**config.mk**
```make
export PLATFORM = sky130hd
export DESIGN_NAME = ccr_chopper_ctl
export DESIGN_NICKNAME = d
export VERILOG_FILES = /design/src/core/ccr_pkg.sv /design/src/core/ccr_reg_if.sv /design/src/core/ccr_chopper_ctl.sv /design/src/core/ccr_amp_reg.sv /design/src/core/ccr_open_load.sv
export SDC_FILE = /design/constraint.sdc
export NUM_CORES = 1
export LEC_CHECK = 0
export ABC_AREA = 1
export BUFFER_PORTS_ARGS = -buffer_cell sky130_fd_sc_hd__clkbuf_2
export CAP_MARGIN = 20
export CORE_ASPECT_RATIO = 0.8
export CORE_MARGIN = 2
export CORE_UTILIZATION = 58
export DETAILED_ROUTE_END_ITERATION = 10
export PLACE_DENSITY = 0.74
export SETUP_SLACK_MARGIN = 0.1
export SLEW_MARGIN = 20
export SYNTH_ARGS = -nofsm -noshare
export SYNTH_HDL_FRONTEND = slang
export SYNTH_SLANG_ARGS = --single-unit
```
**constraint.sdc**
```tcl
create_clock -name core_clk_i -period 11.5 [get_ports core_clk_i]
set_clock_uncertainty 0.15 [all_clocks]
set_input_delay 1.15 -clock core_clk_i [delete_from_list [all_inputs] [get_ports core_clk_i]]
set_output_delay 1.15 -clock core_clk_i [all_outputs]
set_load 0.01 [all_outputs]
```
**src/core/ccr_pkg.sv**
```systemverilog
// Purpose: Shared constants for the voltage-mode chopper control
// Assumes: 250 MHz core clock
// Notes:   Chopper counts are core clock cycles
package ccr_pkg;
    // ************************************
    // Widths
    // ************************************
    localparam int THR_W = 20;
    localparam int AMP_W = 10;
    // ************************************
    // Chopper period per rate code (clocks)
    // ************************************
    localparam logic [10:0] PER_N0 = 11'h400;
    localparam logic [10:0] PER_N1 = 11'h2AB;
    localparam logic [10:0] PER_N2 = 11'h200;
    localparam logic [10:0] PER_N3 = 11'h19A;
    // ************************************
    // Blank times per code (clocks)
    // ************************************
    localparam logic [5:0] BLANK_0 = 6'h10;
    localparam logic [5:0] BLANK_1 = 6'h18;
    localparam logic [5:0] BLANK_2 = 6'h24;
    localparam logic [5:0] BLANK_3 = 6'h36;
    // ************************************
    // Limits and reset values
    // ************************************
    localparam logic signed [10:0] CORR_HALF_MAX = 11'sh1FE;
    localparam logic [9:0]  TOT_MAX      = 10'h3FF;
    localparam logic [2:0]  OL_STEPS     = 3'h4;
    localparam logic [4:0]  DIV_STEPS    = 5'h10;
    localparam logic [7:0]  TUNE_RST     = 8'h00;
    localparam logic [1:0]  OCP_MAX      = 2'h2;
    localparam logic [1:0]  OPT_NORMAL   = 2'h0;
    typedef enum logic [1:0] {CCR_IDLE, CCR_DIV, CCR_DONE} ccr_div_t;
endpackage : ccr_pkg

```
**src/core/ccr_reg_if.sv**
```systemverilog
// Purpose: Carrier between chopper control and amplitude regulator
// Assumes: Single core clock domain
// Notes:   None
`timescale 1ns/1ns
interface ccr_reg_if;
    logic              tick;
    logic              up;
    logic              freeze;
    logic              standstill;
    logic              auto_en;
    logic              autograd_en;
    logic [3:0]        gain;
    logic [7:0]        ofs_init;
    logic [7:0]        grad_init;
    logic signed [8:0] corr;
    logic [7:0]        tuned_ofs;
    logic [7:0]        tuned_grad;
    modport ctl_side (output tick, up, freeze, standstill, auto_en,
                      output autograd_en, gain, ofs_init, grad_init,
                      input corr, tuned_ofs, tuned_grad);
    modport reg_side (input tick, up, freeze, standstill, auto_en,
                      input autograd_en, gain, ofs_init, grad_init,
                      output corr, tuned_ofs, tuned_grad);
endinterface : ccr_reg_if

```
**src/core/ccr_chopper_ctl.sv**
```systemverilog
// Purpose: Voltage-mode chopper control: mode, amplitude, standstill
// Assumes: Comparators are asynchronous; step inputs share core_clk_i
// Notes:   Velocity term uses a 16-step serial divider
//
// Function
// - Voltage mode off while step interval is below velocity threshold
// - Keep regulation state in current mode, resume from it later
// - Current range sets overcurrent threshold in three steps
// - Open-load flag per coil when target not reached recently
// - Total amplitude is 10-bit, saturating at 1023
// - Standstill option applied after power-down and hold ramp delays
// - Option codes: normal, standstill_option, low-side short, high-side short
// - Regulation frozen while target current is zero
// - Force-current bit forbids voltage mode
// - Slow-decay sense enable widens current measurement window
// - Optional regulation stop at standstill with reduced current
// - Switch limit gives upper nibble of amplitude cap on re-entry
// - Auto enable selects regulated or velocity-based amplitude
// - Auto-gradient selects tuned or programmed gradient
// - Rate code sets chopper period 1024, 683, 512 or 410 clocks
// - Gain 1..15 gives 0.5 to 7.5 correction steps per fullstep
// - Offset is velocity offset and tuning start; zero drops current term
// - Correction readout -255..255, frozen in current mode
// - Tuned offset and gradient readable as 8-bit values
// - Off time zero turns all driver transistors off
// - Blank time 16, 24, 36 or 54 clocks
// - Velocity amplitude is offset plus gradient*256/step interval
`timescale 1ns/1ns
module ccr_chopper_ctl
    import ccr_pkg::*;
(
    // Clock and reset
    input  wire logic             core_clk_i,
    input  wire logic             rst_n_i,
    // Motion state
    input  wire logic [THR_W-1:0] step_interval_i,
    input  wire logic             standstill_i,
    input  wire logic             fullstep_i,
    input  wire logic [4:0]       actual_current_i,
    // Configuration
    input  wire logic [THR_W-1:0] voltage_mode_velocity_threshold_i,
    input  wire logic             force_current_chopper_i,
    input  wire logic             slow_decay_sense_enable_i,
    input  wire logic             standstill_reg_disable_i,
    input  wire logic             auto_amplitude_enable_i,
    input  wire logic             auto_gradient_enable_i,
    input  wire logic [3:0]       switch_amplitude_limit_i,
    input  wire logic [1:0]       pwm_rate_select_i,
    input  wire logic [3:0]       regulator_gain_i,
    input  wire logic [7:0]       amplitude_offset_i,
    input  wire logic [7:0]       amplitude_gradient_i,
    input  wire logic [1:0]       standstill_option_i,
    input  wire logic [4:0]       hold_current_i,
    input  wire logic [4:0]       run_current_i,
    input  wire logic [7:0]       power_down_delay_i,
    input  wire logic [3:0]       hold_ramp_delay_i,
    input  wire logic [1:0]       current_range_i,
    input  wire logic [3:0]       off_time_setting_i,
    input  wire logic [1:0]       blank_time_select_i,
    // Current comparators (asynchronous)
    input  wire logic             cmp_a_i,
    input  wire logic             cmp_b_i,
    // Driver control
    output logic                  driver_enable_o,
    output logic                  voltage_mode_o,
    output logic                  pwm_on_o,
    output logic                  blank_o,
    output logic                  period_o,
    output logic [1:0]            coil_mode_o,
    output logic [1:0]            ocp_threshold_o,
    // Status
    output logic                  open_load_coil_a_o,
    output logic                  open_load_coil_b_o,
    output logic [AMP_W-1:0]      total_pwm_amplitude_o,
    output logic signed [8:0]     amplitude_correction_o,
    output logic [7:0]            tuned_offset_o,
    output logic [7:0]            tuned_gradient_o
);
    // ************************************
    // Comparator synchronisers
    // ************************************
    logic [1:0] cmp_s1;
    logic [1:0] cmp_s2;
    always_ff @(posedge core_clk_i or negedge rst_n_i) begin
        if (!rst_n_i) begin
            cmp_s1 <= '0;
            cmp_s2 <= '0;
        end else begin
            cmp_s1 <= {cmp_b_i, cmp_a_i};
            cmp_s2 <= cmp_s1;
        end
    end

    // ************************************
    // Mode selection
    // ************************************
    logic vm_allowed;
    logic vm_now;
    logic vm_prev;
    logic reentry;
    assign driver_enable_o = (off_time_setting_i != 4'h0);
    assign vm_allowed = !force_current_chopper_i;
    assign vm_now = vm_allowed && driver_enable_o
        && (step_interval_i >= voltage_mode_velocity_threshold_i);
    assign voltage_mode_o = vm_now;
    assign reentry = vm_now && !vm_prev;
    assign ocp_threshold_o = (current_range_i > OCP_MAX) ? OCP_MAX
                                                         : current_range_i;

    // ************************************
    // Chopper period counter
    // ************************************
    logic [10:0] per_n;
    logic [10:0] per_cnt;
    logic [10:0] per_half;
    assign per_n = (pwm_rate_select_i == 2'h0) ? PER_N0 :
                   (pwm_rate_select_i == 2'h1) ? PER_N1 :
                   (pwm_rate_select_i == 2'h2) ? PER_N2 : PER_N3;
    assign per_half = per_n >> 1;
    // Two period pulses per output cycle: pulse rate 2 / N, f_pwm = 1 / N
    assign period_o = (per_cnt == 11'h000) || (per_cnt == per_half);
    always_ff @(posedge core_clk_i or negedge rst_n_i) begin
        if (!rst_n_i) begin
            per_cnt <= '0;
            vm_prev <= 1'b0;
        end else begin
            per_cnt <= (per_cnt >= per_n - 11'h001) ? 11'h000 : per_cnt + 11'h001;
            vm_prev <= vm_now;
        end
    end

    // ************************************
    // Duty and blanking
    // ************************************
    logic [20:0] duty_prod;
    logic [10:0] duty;
    logic        next_pwm_on;
    logic [5:0]  blank_len;
    logic [5:0]  blank_cnt;
    assign duty_prod = total_pwm_amplitude_o * per_n;
    assign duty = duty_prod[20:10];
    assign next_pwm_on = vm_now && (per_cnt < duty);
    assign blank_len = (blank_time_select_i == 2'h0) ? BLANK_0 :
                       (blank_time_select_i == 2'h1) ? BLANK_1 :
                       (blank_time_select_i == 2'h2) ? BLANK_2 : BLANK_3;
    assign blank_o = (blank_cnt != 6'h00);
    always_ff @(posedge core_clk_i or negedge rst_n_i) begin
        if (!rst_n_i) begin
            pwm_on_o  <= 1'b0;
            blank_cnt <= '0;
        end else begin
            pwm_on_o <= next_pwm_on;
            if (next_pwm_on != pwm_on_o) blank_cnt <= blank_len;
            else if (blank_o) blank_cnt <= blank_cnt - 6'h01;
        end
    end

    // ************************************
    // Current measurement window
    // ************************************
    logic       meas_win;
    logic [1:0] reached;
    assign meas_win = vm_now && !blank_o
        && (pwm_on_o || slow_decay_sense_enable_i);
    // Latches whether each coil reached target since the last fullstep
    always_ff @(posedge core_clk_i or negedge rst_n_i) begin
        if (!rst_n_i) begin
            reached <= '0;
        end else if (fullstep_i) begin
            reached <= meas_win ? cmp_s2 : 2'b00;
        end else if (meas_win) begin
            reached <= reached | cmp_s2;
        end
    end

    // ************************************
    // Regulator
    // ************************************
    ccr_reg_if rg ();
    logic tgt_zero;
    logic stst_hold;
    logic freeze;
    assign tgt_zero = (actual_current_i == 5'h00);
    assign stst_hold = standstill_reg_disable_i && standstill_i
        && (actual_current_i < run_current_i);
    assign freeze = !vm_now || tgt_zero || stst_hold;
    assign rg.tick = fullstep_i || (standstill_i && period_o);
    assign rg.up = !(&reached);
    assign rg.freeze = freeze;
    assign rg.standstill = standstill_i;
    assign rg.auto_en = auto_amplitude_enable_i;
    assign rg.autograd_en = auto_gradient_enable_i;
    assign rg.gain = regulator_gain_i;
    assign rg.ofs_init = amplitude_offset_i;
    assign rg.grad_init = amplitude_gradient_i;
    ccr_amp_reg u_reg (
        .core_clk_i (core_clk_i),
        .rst_n_i    (rst_n_i),
        .rg         (rg.reg_side)
    );
    assign amplitude_correction_o = rg.corr;
    assign tuned_offset_o = rg.tuned_ofs;
    assign tuned_gradient_o = rg.tuned_grad;

    // ************************************
    // Open-load flags
    // ************************************
    logic ol_active;
    assign ol_active = vm_now && auto_amplitude_enable_i;
    ccr_open_load u_ol_a (
        .core_clk_i  (core_clk_i),
        .rst_n_i     (rst_n_i),
        .active_i    (ol_active),
        .tick_i      (fullstep_i),
        .reached_i   (reached[0]),
        .open_load_o (open_load_coil_a_o)
    );
    ccr_open_load u_ol_b (
        .core_clk_i  (core_clk_i),
        .rst_n_i     (rst_n_i),
        .active_i    (ol_active),
        .tick_i      (fullstep_i),
        .reached_i   (reached[1]),
        .open_load_o (open_load_coil_b_o)
    );

    // ************************************
    // Velocity term: gradient*256/step interval
    // ************************************
    ccr_div_t    div_st;
    logic [20:0] rem;
    logic [15:0] quo;
    logic [4:0]  div_cnt;
    logic [15:0] vel_term;
    logic [20:0] rem_sh;
    logic [7:0]  grad_sel;
    assign grad_sel = rg.tuned_grad;
    assign rem_sh = {rem[19:0], quo[15]};
    always_ff @(posedge core_clk_i or negedge rst_n_i) begin
        if (!rst_n_i) begin
            div_st <= CCR_IDLE;
            rem <= '0;
            quo <= '0;
            div_cnt <= '0;
            vel_term <= '0;
        end else begin
            unique case (div_st)
                CCR_IDLE: begin
                    rem <= '0;
                    quo <= {grad_sel, 8'h00};
                    div_cnt <= '0;
                    div_st <= CCR_DIV;
                end
                CCR_DIV: begin
                    if (rem_sh >= {1'b0, step_interval_i}) begin
                        rem <= rem_sh - {1'b0, step_interval_i};
                        quo <= {quo[14:0], 1'b1};
                    end else begin
                        rem <= rem_sh;
                        quo <= {quo[14:0], 1'b0};
                    end
                    div_cnt <= div_cnt + 5'h01;
                    if (div_cnt == DIV_STEPS - 5'h01) div_st <= CCR_DONE;
                end
                CCR_DONE: begin
                    // Zero interval means standstill: no velocity term
                    vel_term <= (step_interval_i == '0) ? 16'h0000 : quo;
                    div_st <= CCR_IDLE;
                end
                default: div_st <= CCR_IDLE;
            endcase
        end
    end

    // ************************************
    // Total amplitude
    // ************************************
    logic [12:0]        ofs_prod;
    logic signed [17:0] amp_sum;
    logic [9:0]         amp_sat;
    logic [9:0]         cap;
    logic               cap_act;
    assign ofs_prod = rg.tuned_ofs * ({1'b0, actual_current_i} + 6'h01);
    assign amp_sum = $signed({5'h00, ofs_prod[12:5]})
        + $signed({2'b00, vel_term})
        + (auto_amplitude_enable_i ? 18'(rg.corr) : 18'sh00000);
    assign cap = {switch_amplitude_limit_i, 4'hF, 2'b11};
    assign amp_sat = (amp_sum < 0) ? 10'h000 :
                     (amp_sum > $signed({8'h00, TOT_MAX})) ? TOT_MAX :
                     amp_sum[9:0];
    always_ff @(posedge core_clk_i or negedge rst_n_i) begin
        if (!rst_n_i) begin
            cap_act <= 1'b0;
            total_pwm_amplitude_o <= '0;
        end else begin
            if (reentry) cap_act <= 1'b1;
            else if (fullstep_i || !vm_now) cap_act <= 1'b0;
            total_pwm_amplitude_o <= ((cap_act || reentry) && amp_sat > cap)
                                     ? cap : amp_sat;
        end
    end

    // ************************************
    // Standstill option
    // ************************************
    logic [8:0] stst_cnt;
    logic [8:0] stst_need;
    logic       opt_en;
    assign stst_need = {1'b0, power_down_delay_i} + {5'h00, hold_ramp_delay_i};
    assign opt_en = (hold_current_i == 5'h00) && vm_allowed && standstill_i;
    always_ff @(posedge core_clk_i or negedge rst_n_i) begin
        if (!rst_n_i) begin
            stst_cnt <= '0;
        end else if (!opt_en) begin
            stst_cnt <= '0;
        end else if (period_o && stst_cnt < stst_need) begin
            stst_cnt <= stst_cnt + 9'h001;
        end
    end
    // 0 normal, 1 standstill_option, 2 low-side short, 3 high-side short
    assign coil_mode_o = (opt_en && stst_cnt >= stst_need)
                         ? standstill_option_i : OPT_NORMAL;
endmodule : ccr_chopper_ctl

```
**src/core/ccr_amp_reg.sv**
```systemverilog
// Purpose: Amplitude correction regulator and offset/gradient tuning
// Assumes: tick is a one-cycle pulse per fullstep, or per period_o pulse (two per chopper period) at standstill
// Notes:   Correction kept in half steps
`timescale 1ns/1ns
module ccr_amp_reg
    import ccr_pkg::*;
(
    // Clock and reset
    input  wire logic core_clk_i,
    input  wire logic rst_n_i,
    // Regulator link
    ccr_reg_if.reg_side rg
);
    logic signed [10:0] corr_half;
    logic signed [11:0] sum_half;
    logic               step;
    assign step     = rg.tick && !rg.freeze && rg.auto_en;
    assign sum_half = rg.up ? corr_half + $signed({8'h00, rg.gain})
                            : corr_half - $signed({8'h00, rg.gain});
    assign rg.corr  = 9'(corr_half >>> 1);

    always_ff @(posedge core_clk_i or negedge rst_n_i) begin
        if (!rst_n_i) begin
            corr_half <= '0;
        end else if (!rg.auto_en) begin
            corr_half <= '0;
        end else if (step) begin
            if (sum_half > CORR_HALF_MAX) corr_half <= CORR_HALF_MAX;
            else if (sum_half < -CORR_HALF_MAX) corr_half <= -CORR_HALF_MAX;
            else corr_half <= 11'(sum_half);
        end
    end

    always_ff @(posedge core_clk_i or negedge rst_n_i) begin
        if (!rst_n_i) begin
            rg.tuned_ofs  <= TUNE_RST;
            rg.tuned_grad <= TUNE_RST;
        end else begin
            if (!rg.auto_en) rg.tuned_ofs <= rg.ofs_init;
            else if (step && rg.standstill) begin
                if (rg.up && rg.tuned_ofs != 8'hFF) rg.tuned_ofs <= rg.tuned_ofs + 8'h01;
                if (!rg.up && rg.tuned_ofs != 8'h00) rg.tuned_ofs <= rg.tuned_ofs - 8'h01;
            end
            if (!rg.auto_en || !rg.autograd_en) rg.tuned_grad <= rg.grad_init;
            else if (step && !rg.standstill) begin
                if (rg.up && rg.tuned_grad != 8'hFF) rg.tuned_grad <= rg.tuned_grad + 8'h01;
                if (!rg.up && rg.tuned_grad != 8'h00) rg.tuned_grad <= rg.tuned_grad - 8'h01;
            end
        end
    end
endmodule : ccr_amp_reg

```
**src/core/ccr_open_load.sv**
```systemverilog
// Purpose: Open-load flag for one coil in voltage mode
// Assumes: tick once per fullstep
// Notes:   Flag stays while target current is never reached
`timescale 1ns/1ns
module ccr_open_load
    import ccr_pkg::*;
(
    // Clock and reset
    input  wire logic core_clk_i,
    input  wire logic rst_n_i,
    // Evaluation
    input  wire logic active_i,
    input  wire logic tick_i,
    input  wire logic reached_i,
    // Flag
    output logic      open_load_o
);
    logic [2:0] miss;
    always_ff @(posedge core_clk_i or negedge rst_n_i) begin
        if (!rst_n_i) begin
            miss <= '0;
        end else if (!active_i || (tick_i && reached_i)) begin
            miss <= '0;
        end else if (tick_i && miss != OL_STEPS) begin
            miss <= miss + 3'h1;
        end
    end
    assign open_load_o = (miss == OL_STEPS);
endmodule : ccr_open_load

```
Yosys cells after proc, flatten, opt, wreduce, memory -nomap -nowiden
Index checks and enable logic that the tools add are counted.
{ "totals": {"reg_bits": 137, "inputBits": 114, "output_inout_bits": 46, "wordCells": 190} }
{ "op_classes": {"addsub": 18, "mul": 2, "magnitude_cmp": 13, "n_eq_ne": 20, "n_mux": 47, "bitwise": 1, "n_reduce_logical": 69} }
{ "ops": {"columns": ["op", "count"], "rows": [
  ["$mux 11", 6],
  ["$mux 8", 8],
  ["$mux 10", 5],
  ["$pmux 20 s2", 1],
  ["$pmux 16 s2", 1],
  ["$logic_and 1x1->1", 27],
  ["$mux 6", 4],
  ["$ge 21x20->1", 1],
  ["$mul 10x11->21", 1],
  ["$ge 20x20->1", 1],
  ["$logic_not 20->1", 1],
  ["$mux 20", 1],
  ["$sub 20x20->20", 1],
  ["$add 18x18->18", 1],
  ["$gt 18x11->1 const B", 1],
  ["$lt 18x1->1 const B", 1],
  ["$mux 18", 1],
  ["$mux 9", 2],
  ["$add 8x16->17", 1],
  ["$add 8x1->8 const B", 2],
  ["$mux 16", 1],
  ["$ne 8x8->1 const B", 2],
  ["$reduce_bool 8->1", 2],
  ["$sub 8x1->8 const B", 2],
  ["other kinds (48)", 96]
]} }

Depth between registers and ports, before layout
Gate-level depths: netlist of run 1.
{ "logic_depth": {"ltp_word": 13, "mapped_depth": 54, "mapped_depth_nobuf": 54} }

Cells and area by module
From an unflattened synthesis of run 1, not the netlist that was laid out.
{ "hier_totals": {"cells_unflattened": 2305, "hier_area_um2": 16642.2} }
{ "by_module_without_submodules": {"columns": ["mod", "n_inst", "cells_each", "area_per_inst_um2", "seq_area_each_um2"], "rows": [
  ["ccr_chopper_ctl", 1, 1822, 13385.3, 2602.5],
  ["ccr_amp_reg", 1, 429, 2861.5, 675.6],
  ["ccr_open_load", 2, 27, 197.7, 75.1]
]} }

Worst setup path after synthesis of run 1
OpenSTA, ideal clock, no wires.
{ "synth_timing": {"kind": "input to register", "startpoint": "input port actual_current_i[0]", "endpoint": "register total_pwm_amplitude_o[0]", "setup_ps": 120, "arrival_time_ps": 8339, "required_ps": 11230, "setup_slack_ps": 2891, "stages": 47, "path_buffers": 0, "path_cell_list": "ha_1 -> nand2_1 -> o21ai_0 -> nand2_1 -> nor2_1 -> fa_1 -> fa_1 -> inv_1 -> fa_1 -> inv_1 -> ha_1 -> nand2_1 -> a21oi_1 -> a211oi_1 -> o31ai_1 -> xor2_1 -> ha_1 -> nand2_1 -> [... 11 more ...] -> inv_1 -> nand2_1 -> nand2_1 -> a21oi_1 -> nand3_1 -> nand2_1 -> nand3_1 -> nor2_4 -> inv_1 -> o21ai_0 -> inv_1 -> ha_1 -> nand2_1 -> nor2_1 -> a211oi_1 -> a21oi_4 -> nand2_4 -> nand2_1"} }
{ "synth_between": {"elab_chain_cells": 10, "elab_cells_between_ends": 11, "cone_classes": "3 x add/sub; 1 x mul; 3 x order compare; 3 x mux; 1 x reduce/logical"} }
{ "synth_lines": {"columns": ["element", "line", "rtl"], "rows": [
  ["start, declared", "ccr_chopper_ctl.sv:39", "input wire logic [4:0] actual_current_i,"],
  ["$add 5x1->6 *", "ccr_chopper_ctl.sv:283", "assign ofs_prod = rg.tuned_ofs * ({1'b0, actual_current_i} + 6'h01);"],
  ["$mul 8x6->13 *", "ccr_chopper_ctl.sv:283", null],
  ["$add 8x16->17 *", "ccr_chopper_ctl.sv:285", "+ $signed({2'b00, vel_term})"],
  ["$add 18x18->18 *", "ccr_chopper_ctl.sv:286", "+ (auto_amplitude_enable_i ? 18'(rg.corr) : 18'sh00000);"],
  ["$gt 18x11->1", "ccr_chopper_ctl.sv:289", "(amp_sum > $signed({8'h00, TOT_MAX})) ? TOT_MAX :"],
  ["$mux 10", "ccr_chopper_ctl.sv:289", null],
  ["$mux 10 *", "ccr_chopper_ctl.sv:288", "assign amp_sat = (amp_sum < 0) ? 10'h000 :"],
  ["$gt 10x10->1", "ccr_chopper_ctl.sv:298", "total_pwm_amplitude_o <= ((cap_act || reentry) && amp_sat > cap)"],
  ["$logic_and 1x1->1", "ccr_chopper_ctl.sv:298", null],
  ["$mux 10 *", "ccr_chopper_ctl.sv:299", "? cap : amp_sat;"],
  ["end signal, assigned", "ccr_chopper_ctl.sv:298", null],
  ["end, declared", "ccr_chopper_ctl.sv:74", "output logic [AMP_W-1:0] total_pwm_amplitude_o,"]
]} }
Mark *: on every way between the ends. The rest lies on a longest branch, timed or not.
A chain may end at the register's enable or synchronous reset.

Worst setup path in the final report of run 1
{ "layout_timing": {"startpoint": "input port actual_current_i[0]", "endpoint": "register total_pwm_amplitude_o[9]"} }
The elaborated chain is that of the path after synthesis.

==> results_dict.tcl, run 1 <==
set metrics [dict create \
    status "completed" \
    tns_ns 0 \
    synth_area_um2 16600 \
    critPathMaxFanout 10 \
    dp_hpwl_um 33000 \
    cts_root_buffer "clkbuf_16" \
    wire_per_inst_um 14.3 \
    post-route-period-util_pct 80.7 \
    met2_usage_pct 45.8 \
    cts.path.max_buffers 2 \
    grt_first_pass_wirelength_um 67800 \
    drt_iter0_drc 1096 \
    grt_max_degree 75 \
    place_ws_ns 1.82 \
    finalWorstSetupSlack_ns 2.22 \
    crit_required_ns 11.71 \
    drt-pass1-iter-count 5 \
    gp_congestion 0.937 \
    cts_buffers 17 \
    max_freq_mhz 108 \
    synth.avg_cell_area_um2 7.21 \
    vias 15070 \
    ys_async_sr_fraction_pct 100 \
    critPathLaunchType "input pin" \
    grt_setup_unrepaired "no" \
    grt_pass1_vias 14283 \
    critPathSlowestCell "fa_1" \
    synth_mux_area_share_pct 0 \
    final_common_cell "nand2_1" \
    use_met3_pct 3.23 \
    netlist_instances 2296 \
    synth_compound_area_share_pct 12.0 \
    cp.arrival_ns 9.50 \
    diodes 0 \
    wl_um 40300 \
    synth_nets 2725 \
    synth_cell_type_count 50 \
    avgViaCountPerCell 5.35 \
    dieArea_um2 29900 \
    finalHoldViolCount 0 \
    io_pins 160 \
    fin_nets 2865 \
    route.detailed.drc 0 \
    post-cts-setup-buffers 0 \
    cts_tree "done" \
    filler_cell_count 2553 \
    clock_sinks 137 \
    p_leak_nw 10.5 \
    worstHoldPathType "flip-flop to flip-flop" \
    slew_headroom_pct 29.3 \
    grt_use_total_pct 27.9 \
    vdd_drop_max_v 0.000171 \
    clock_latency_ns 0.43 \
    synth_warnings 0 \
    ys.flop_type "dfrtp_1" \
    die_w_um 193 \
    clk_pin_slew_worst_paths_ns 0.06 \
    ys_seq_elements 137 \
    h-tree-depth 4 \
    slowest_delay_ns 0.56 \
    drv_cap 0 \
    ys_seq_area_share_pct 20.7 \
    worst_slew_pin_slew_ns 1.06 \
    synth-edff-count 0 \
    fp.dieH_um 155 \
    synth_top_family_by_area "adder cells" \
    synthAdderAreaFrac_pct 27.4 \
    synth_xor_area_share_pct 5.03 \
    io_buffers 159 \
    final_max_slew_viol_count 0 \
    worstSetupPathType "input pin to flip-flop" \
    final_core_util_pct 64.7 \
    cts_hold_buf 0 \
    drive_gt1_share_pct 9.07 \
    power-per-cell-area_nw_per_um2 219 \
    grt_overflow 0 \
    final_antenna_net_count 0 \
    use_met1_pct 40.2 \
    antenna_found_initial 0 \
    setup_viol 0 \
    synthToLayoutAreaGrowth_pct 10.2 \
    coreArea_um2 28200 \
    multi_input_area_um2 11100 \
    cts_resized 0 \
    grt-busiest-layer "met2" \
    fp-row-count 55 \
    mostFrequentLayoutCells "nand2_1, inv_1, ha_1" \
    regArea_um2 3430 \
    crit_path_end_kind "flip-flop" \
    yosys.area_share.simple_pct 22.4 \
    post-route-min-period_ns 9.28 \
    start_util_pct 58.7 \
]
[cells by family (layout without fill, tap and decap cells)]
group | after synthesis | after routing
xor+xnor | 93 | 93
fa+ha+maj | 315 | 315
flops | 137 | 137
buf+inv | 526 | 678
compound gates | 353 | 353
simple gates | 872 | 872
[final timing paths]
check,from,to,slack (ns),cells past startpoint
worst min register to register,cmp_s1[0],cmp_s2[0],0.20,0
max in group asynchronous,rst_n_i,u_reg.rg.tuned_grad[4],9.25,2
worst max-delay path,actual_current_i[0],total_pwm_amplitude_o[9],2.22,45
worst min-delay path,cmp_s1[0],cmp_s2[0],0.20,0
min in group asynchronous,rst_n_i,u_ol_b.miss[2],0.56,1
worst max register to register,u_reg.rg.tuned_ofs[1],total_pwm_amplitude_o[9],3.11,42
[layer usage]
layer  share of wire (%)  vias up
met5                   0        -
met4                 1.1        0
met3                 5.8       33
met2                  46      407
met1                  48     6999
li1                    -     7631
[cell type report]
type,count,area share (%)
multi-input cells,1633,60.7
flip-flops and latches,137,18.8
inverters,484,9.96
repair buffers,163,4.56
well taps,370,2.54
clock buffers,21,2.52
clock inverters,10,0.905
[metrics by stage]
stage | hold slack (ns) | cells | total power, W | cell area (um2)
after floorplan | 0.181 | 2296 | 0.00275 | 16600
after global placement | 0.185 | 2787 | 0.00331 | 17600
after detailed placement | 0.190 | 2787 | 0.00338 | 17600
after CTS | 0.203 | 2818 | 0.00400 | 18200
after global routing | 0.208 | 2818 | 0.00446 | 18200
final | 0.202 | 2818 | 0.00399 | 18200
[cell usage after synthesis, types with 7 or more instances]
master / instances / share of area (%)
nand4_1: 38 / 1.4
inv_1: 479 / 11
ha_1: 235 / 18
nor4_1: 12 / 0.45
a21oi_1: 135 / 4.1
nand2_1: 526 / 12
dfrtp_1: 137 / 21
a22oi_1: 8 / 0.36
nand2_2: 9 / 0.34
nor2_1: 117 / 2.7
xor2_1: 55 / 2.9
nor3b_1: 7 / 0.32
buf_4: 12 / 0.54
a21o_1: 10 / 0.45
clkbuf_1: 25 / 0.57
xnor2_1: 37 / 2.0
o21ai_0: 129 / 3.9
o22ai_1: 16 / 0.60
fa_1: 80 / 9.7
nand3_1: 106 / 3.2
nor3_1: 31 / 0.94
o211ai_1: 10 / 0.45
[critical path, delay by kind of cell]
kind	cells	cell delay (ns)
compound gates	10	1.90
xor+xnor	3	0.58
fa+ha+maj	7	2.79
buf+inv	5	0.53
simple gates	20	2.52
[power breakdown]
group	switching [W]	leakage, nW	total, W	internal (W)
Combinational	0.00160	8.50	0.00267	0.00106
Sequential	0.000136	1.76	0.000730	0.000595
Clock	0.000220	0.296	0.000594	0.000374
Total	0.00196	10.5	0.00399	0.00203
[flip-flops by register name, summed over array words and instances, names as in the netlist]
signal / cells
rem: 20
quo: 16
vel_term: 16
per_cnt: 11
u_reg.corr_half: 11
total_pwm_amplitude_o: 10
stst_cnt: 9
u_reg.rg.tuned_grad: 8
u_reg.rg.tuned_ofs: 8
blank_cnt: 6
div_cnt: 5
u_ol_a.miss: 3
u_ol_b.miss: 3
cmp_s1: 2
cmp_s2: 2
div_st: 2
reached: 2
cap_act: 1
pwm_on_o: 1
vm_prev: 1
Note: power is estimated with default switching activity, not from simulation.
==> run 2, diff against run 1 <==
--- a/config.mk
+++ b/config.mk
@@ -10,9 +10,9 @@
 export CAP_MARGIN = 20
 export CORE_ASPECT_RATIO = 0.8
 export CORE_MARGIN = 2
-export CORE_UTILIZATION = 58
+export CORE_UTILIZATION = 56
 export DETAILED_ROUTE_END_ITERATION = 10
-export PLACE_DENSITY = 0.74
+export PLACE_DENSITY = 0.75
 export SETUP_SLACK_MARGIN = 0.1
 export SLEW_MARGIN = 20
 export SYNTH_ARGS = -nofsm -noshare
==> constraint.sdc (replaced) <==
create_clock -name core_clk_i -period 7.68 [get_ports core_clk_i]
set_clock_uncertainty 0.15 [all_clocks]
set_input_delay 0.768 -clock core_clk_i [delete_from_list [all_inputs] [get_ports core_clk_i]]
set_output_delay 0.768 -clock core_clk_i [all_outputs]
set_load 0.01 [all_outputs]
==> results_dict.tcl, run 2 (synthesis gave the netlist of run 1 again) <==
set metrics [dict create \
    worstSetupEndpoint "total_pwm_amplitude_o[8]" \
    cp.depth 47 \
    largest_register_ffs 20 \
    tns_ns -2.35 \
    drv_cap 0 \
    worstHoldPathType "input pin to async pin" \
    cts.path.max_buffers 2 \
    wire_per_inst_um 15.0 \
    cts_root_buffer "clkbuf_16" \
    h-tree-depth 4 \
    wl_met3_um 2400 \
    crit_path_end_kind "flip-flop" \
    critPathLaunchType "input pin" \
    p_leak_nw 11.3 \
    place_ws_ns -0.766 \
    power-per-cell-area_nw_per_um2 334 \
    worstSetupPathType "input pin to flip-flop" \
    top_register "rem" \
    critPathTopFamily "adder cells" \
    mostFrequentLayoutCells "nand2_1, inv_1, ha_1" \
    final_core_util_pct 67.6 \
    slew_headroom_pct 28.6 \
    post-route-period-util_pct 104 \
    die_w_um 196 \
    max_freq_mhz 126 \
    grt_setup_unrepaired "yes" \
    regToRegStartpoint "u_reg.rg.tuned_ofs[6]" \
    cp.arrival_ns 8.13 \
    vdd_drop_max_v 0.000224 \
    grt_max_degree 71 \
    finalWorstSetupSlack_ns -0.273 \
    start_util_pct 56.7 \
    crit_top_cell "nand2_2" \
    dp_hpwl_um 35800 \
    cts_hold_buf 0 \
    route.detailed.drc 0 \
    clock_sinks 137 \
    drt_iter0_drc 922 \
    gp_congestion 0.920 \
    rrSetupSlack_ns 0.03 \
    wl_met1_um 20700 \
    crit_required_ns 7.86 \
    drive_gt1_share_pct 17.8 \
    final_antenna_net_count 0 \
    coreArea_um2 29200 \
    grt_first_pass_wirelength_um 72600 \
    grt_use_total_pct 29.0 \
    antenna_found_initial 1 \
    final_common_cell "nand2_1" \
    clk_pin_slew_worst_paths_ns 0.07 \
    io_pins 160 \
    largestRegisters "rem (20), quo (16), vel_term (16)" \
    crit_start "actual_current_i[0]" \
    fin_nets 2995 \
    routed-wl-met2_um 20100 \
    finalHoldViolCount 0 \
    r2r-end "total_pwm_amplitude_o[8]" \
    io_buffers 159 \
    setup_viol 10 \
    filler_cell_count 2526 \
    critPathSlowestCell "fa_1" \
    critPathMaxFanout 6 \
    fp.dieH_um 158 \
    regArea_um2 3430 \
    status "complete, but fails checks" \
    ff2ff_path_depth 43 \
    routed.top_layer "met4" \
    clock_latency_ns 0.43 \
    slowest_delay_ns 0.53 \
    synthToLayoutAreaGrowth_pct 19.2 \
    final_max_slew_viol_count 0 \
    wl_um 44200 \
    grt_pass1_vias 15125 \
    failed_checks "negative setup slack" \
    cts_tree "done" \
    worst_slew_pin_slew_ns 1.07 \
    fp-row-count 56 \
    post-route-min-period_ns 7.95 \
    path_buf_inv 7 \
    grt_overflow 0 \
    drt-pass1-iter-count 5 \
    cts_buffers 17 \
    multi_input_area_um2 11500 \
    vias 15817 \
    dieArea_um2 31000 \
    avgViaCountPerCell 5.35 \
]
-- run 2: metal layers --
metal / global-route usage [%] / vias to the layer above
li1: - / 7899
met1: 39.8 / 7437
met2: 46.7 / 425
met3: 4.86 / 56
met4: 9.49 / 0
met5: 0 / -
-- run 2: metrics by stage --
| stage | cell area (um2) | total power, W | hold WS [ns] | std cells |
|---|---|---|---|---|
| floorplan | 16800 | 0.00419 | 0.181 | 2296 |
| global placement | 18600 | 0.00537 | 0.182 | 2901 |
| detailed placement | 18600 | 0.00549 | 0.186 | 2901 |
| CTS | 19500 | 0.00649 | 0.198 | 2947 |
| global route | 19700 | 0.00731 | 0.217 | 2956 |
| finish | 19700 | 0.00659 | 0.154 | 2957 |
-- run 2: worst min-delay path by stage --
stage / startpoint / endpoint / slack, ns / cells after the start
2_1_floorplan: cmp_s1[0] / cmp_s2[0] / 0.18 / 0
5_1_grt: rst_n_i / rem[4] / 0.22 / 1
4_1_cts: rst_n_i / rem[4] / 0.20 / 1
3_3_place_gp: cmp_s1[1] / cmp_s2[1] / 0.18 / 0
3_5_place_dp: cmp_s1[1] / cmp_s2[1] / 0.19 / 0
6_report: rst_n_i / rem[4] / 0.15 / 1
-- run 2: layout make-up --
cell class / instances / area share [%]
clock inverters: 14 / 0.925
repair buffers: 292 / 9.39
multi-input cells: 1634 / 58.4
well taps: 377 / 2.39
diodes: 1 / 0.0127
flip-flops and latches: 137 / 17.4
inverters: 484 / 9.29
clock buffers: 18 / 2.22
-- run 2: repair_timing --
action | CTS | global route
gates cloned | 1 | 0
setup buffers | 13 | 9
endpoints found under the setup margin | 10 | 16
resized for setup | 31 | 49
pin swaps | 28 | 43
-- run 2: power by group --
group	leakage [nW]	internal [W]	switching [W]
sequential	1.76	0.000890	0.000189
clock	0.306	0.000528	0.000361
combinational	9.19	0.00201	0.00261
total	11.3	0.00343	0.00316
==> run 3, diff against run 2 <==
--- a/config.mk
+++ b/config.mk
@@ -17,4 +17,5 @@
 export SLEW_MARGIN = 20
 export SYNTH_ARGS = -nofsm -noshare
 export SYNTH_HDL_FRONTEND = slang
+export SYNTH_HIERARCHICAL = 1
 export SYNTH_SLANG_ARGS = --single-unit
==> results_dict.tcl, run 3 <==
set metrics [dict create \
    drt-pass1-iter-count 5 \
    mostFrequentLayoutCells "nand2_1, inv_1, ha_1" \
    drive_gt1_share_pct 19.3 \
    met2_usage_pct 46.4 \
    critPathLaunchType "input pin" \
    cts.path.max_buffers 2 \
    final_max_slew_viol_count 0 \
    worstHoldPathType "input pin to async pin" \
    critPathMaxFanout 6 \
    final_common_cell "nand2_1" \
    crit_required_ns 7.90 \
    grt_first_pass_wirelength_um 74300 \
    yosysTopAreaCellShare_pct 20.6 \
    status "complete, but fails checks" \
    antenna_found_initial 0 \
    worst_slew_pin_slew_ns 1.03 \
    dp_cells 2908 \
    fp.dieH_um 158 \
    top_register "rem" \
    grt_pass1_vias 15443 \
    cts_root_buffer "clkbuf_16" \
    largest_register_ffs 20 \
    io_buffers 159 \
    grt_use_total_pct 29.5 \
    fin_nets 3010 \
    post-route-period-util_pct 104 \
    avgViaCountPerCell 5.32 \
    critPathTopFamily "adder cells" \
    max_freq_mhz 125 \
    die_w_um 197 \
    cts_tree "done" \
    grt_overflow 0 \
    cp.arrival_ns 8.22 \
    synthToLayoutAreaGrowth_pct 19.5 \
    slew_headroom_pct 31.1 \
    worstSetupEndpoint "total_pwm_amplitude_o[9]" \
    ys.flop_type "dfrtp_1" \
    synth_area_leaders "dfrtp_1, ha_1, nand2_1" \
    cp.depth 48 \
    p_total_w 0.00693 \
    ys_seq_area_share_pct 20.6 \
    rrSetupSlack_ns -0.04 \
    gp_congestion 0.945 \
    synth_warnings 6 \
    crit_start "actual_current_i[1]" \
    grt-busiest-layer "met2" \
    final_core_util_pct 67.9 \
    synth_area_leader_cell "dfrtp_1" \
    synth_cell_type_count 62 \
    stdcell_count 2971 \
    wl_um 44300 \
    path_buf_inv 8 \
    wire_per_inst_um 14.9 \
    finalWorstSetupSlack_ns -0.317 \
    synth.avg_cell_area_um2 7.22 \
    finalHoldViolCount 0 \
    clk_pin_slew_worst_paths_ns 0.07 \
    grt_max_degree 70 \
    use_met1_pct 42.3 \
    coreArea_um2 29300 \
    p_leak_nw 11.3 \
    synth_area_um2 16600 \
    fp-row-count 56 \
    ys_seq_elements 137 \
    cts_hold_buf 0 \
    drt_iter0_drc 1103 \
    dieArea_um2 31100 \
    dp_hpwl_um 35900 \
    largestRegisters "rem (20), quo (16), vel_term (16)" \
    cts_buffers 17 \
    r2r-end "total_pwm_amplitude_o[9]" \
    fin_hold_ws_ns 0.158 \
    post-route-min-period_ns 8.00 \
    crit_path_end_kind "flip-flop" \
    power-per-cell-area_nw_per_um2 348 \
    slowest_delay_ns 0.57 \
    route.detailed.drc 0 \
    vias 15802 \
    yosysMostFrequentCell "nand2_1" \
    tns_ns -3.07 \
    setup_viol 10 \
    h-tree-depth 4 \
    diodes 0 \
    worstSetupPathType "input pin to flip-flop" \
    clock_sinks 137 \
    clock_latency_ns 0.44 \
    io_pins 160 \
    synth_commonest_cells "nand2_1, inv_1, ha_1, nor2_1, dfrtp_1" \
    regToRegStartpoint "u_reg/rg.tuned_ofs[2]" \
    synth-edff-count 0 \
    use_met3_pct 4.84 \
    ff2ff_path_depth 45 \
    netlist_instances 2305 \
    synth_nets 2734 \
    final_antenna_net_count 0 \
    start_util_pct 56.8 \
    grt_setup_unrepaired "yes" \
    vdd_drop_max_v 0.000314 \
    critPathSlowestCell "fa_1" \
    drv_cap 0 \
    ys_async_sr_fraction_pct 100 \
    failed_checks "negative setup slack" \
]
==> run 3: cell types whose count changed in the layout (fill, tap and decap cells not counted), moves of 6 or more <==
cell | before | now
inv_2 | 16 | 25
nand3_1 | 101 | 85
nor2_1 | 100 | 131
nor2_2 | 16 | 23
o21ai_0 | 119 | 95
o22ai_1 | 16 | 22
xor2_1 | 54 | 41
==> run 3: logic make-up after synthesis <==
logic type	after synthesis	synth area share (%)
simple gates	895	23.3
buf+inv	529	12.2
compound gates	348	12.2
fa+ha+maj	315	27.3
flops	137	20.6
xor+xnor	81	4.49
==> run 3: stage by stage <==
| step | setup WS (ns) | cell area (um2) |
|---|---|---|
| 2_1_floorplan | -0.180 | 16800 |
| 3_3_place_gp | -0.637 | 18600 |
| 3_5_place_dp | -0.962 | 18600 |
| 4_1_cts | -0.0202 | 19600 |
| 5_1_grt | -0.685 | 19900 |
| 6_report | -0.317 | 19900 |
==> run 3: layer usage <==
metal / vias up / wire (um)
met3: 50 / 2780
met5: - / 0
met2: 412 / 19400
met4: 0 / 800
met1: 7424 / 21400
li1: 7916 / -
==> run 3: worst min path at each step <==
stage	startpoint	to	slack, ns	cells past startpoint
global route	rst_n_i	rem[15]	0.21	1
finish	rst_n_i	rem[15]	0.16	1
detailed placement	cmp_s1[0]	cmp_s2[0]	0.20	0
floorplan	cmp_s1[0]	cmp_s2[0]	0.18	0
CTS	rst_n_i	rem[14]	0.18	1
global placement	cmp_s1[0]	cmp_s2[0]	0.20	0
==> run 3: power breakdown <==
part           internal [W]  total (W)  switching, W
combinational       0.00220    0.00502       0.00281
clock              0.000473   0.000825      0.000352
sequential         0.000893    0.00108      0.000191
==> run 3: repair_timing <==
item	CTS	global route
pin swaps	53	41
gates resized for setup	51	53
endpoints found under the hold margin	0	0
buffers inserted	24	6
gates cloned	1	0
setup endpoints to repair	10	16
==> run 3: final cells by class <==
type | instances | area [um2]
multi-input combinational | 1640 | 11700
fill | 2520 | 9400
sequential | 137 | 3430
timing repair buffer | 293 | 1870
inverter | 492 | 1850
tap | 377 | 472
clock buffer | 20 | 457
clock inverter | 12 | 128
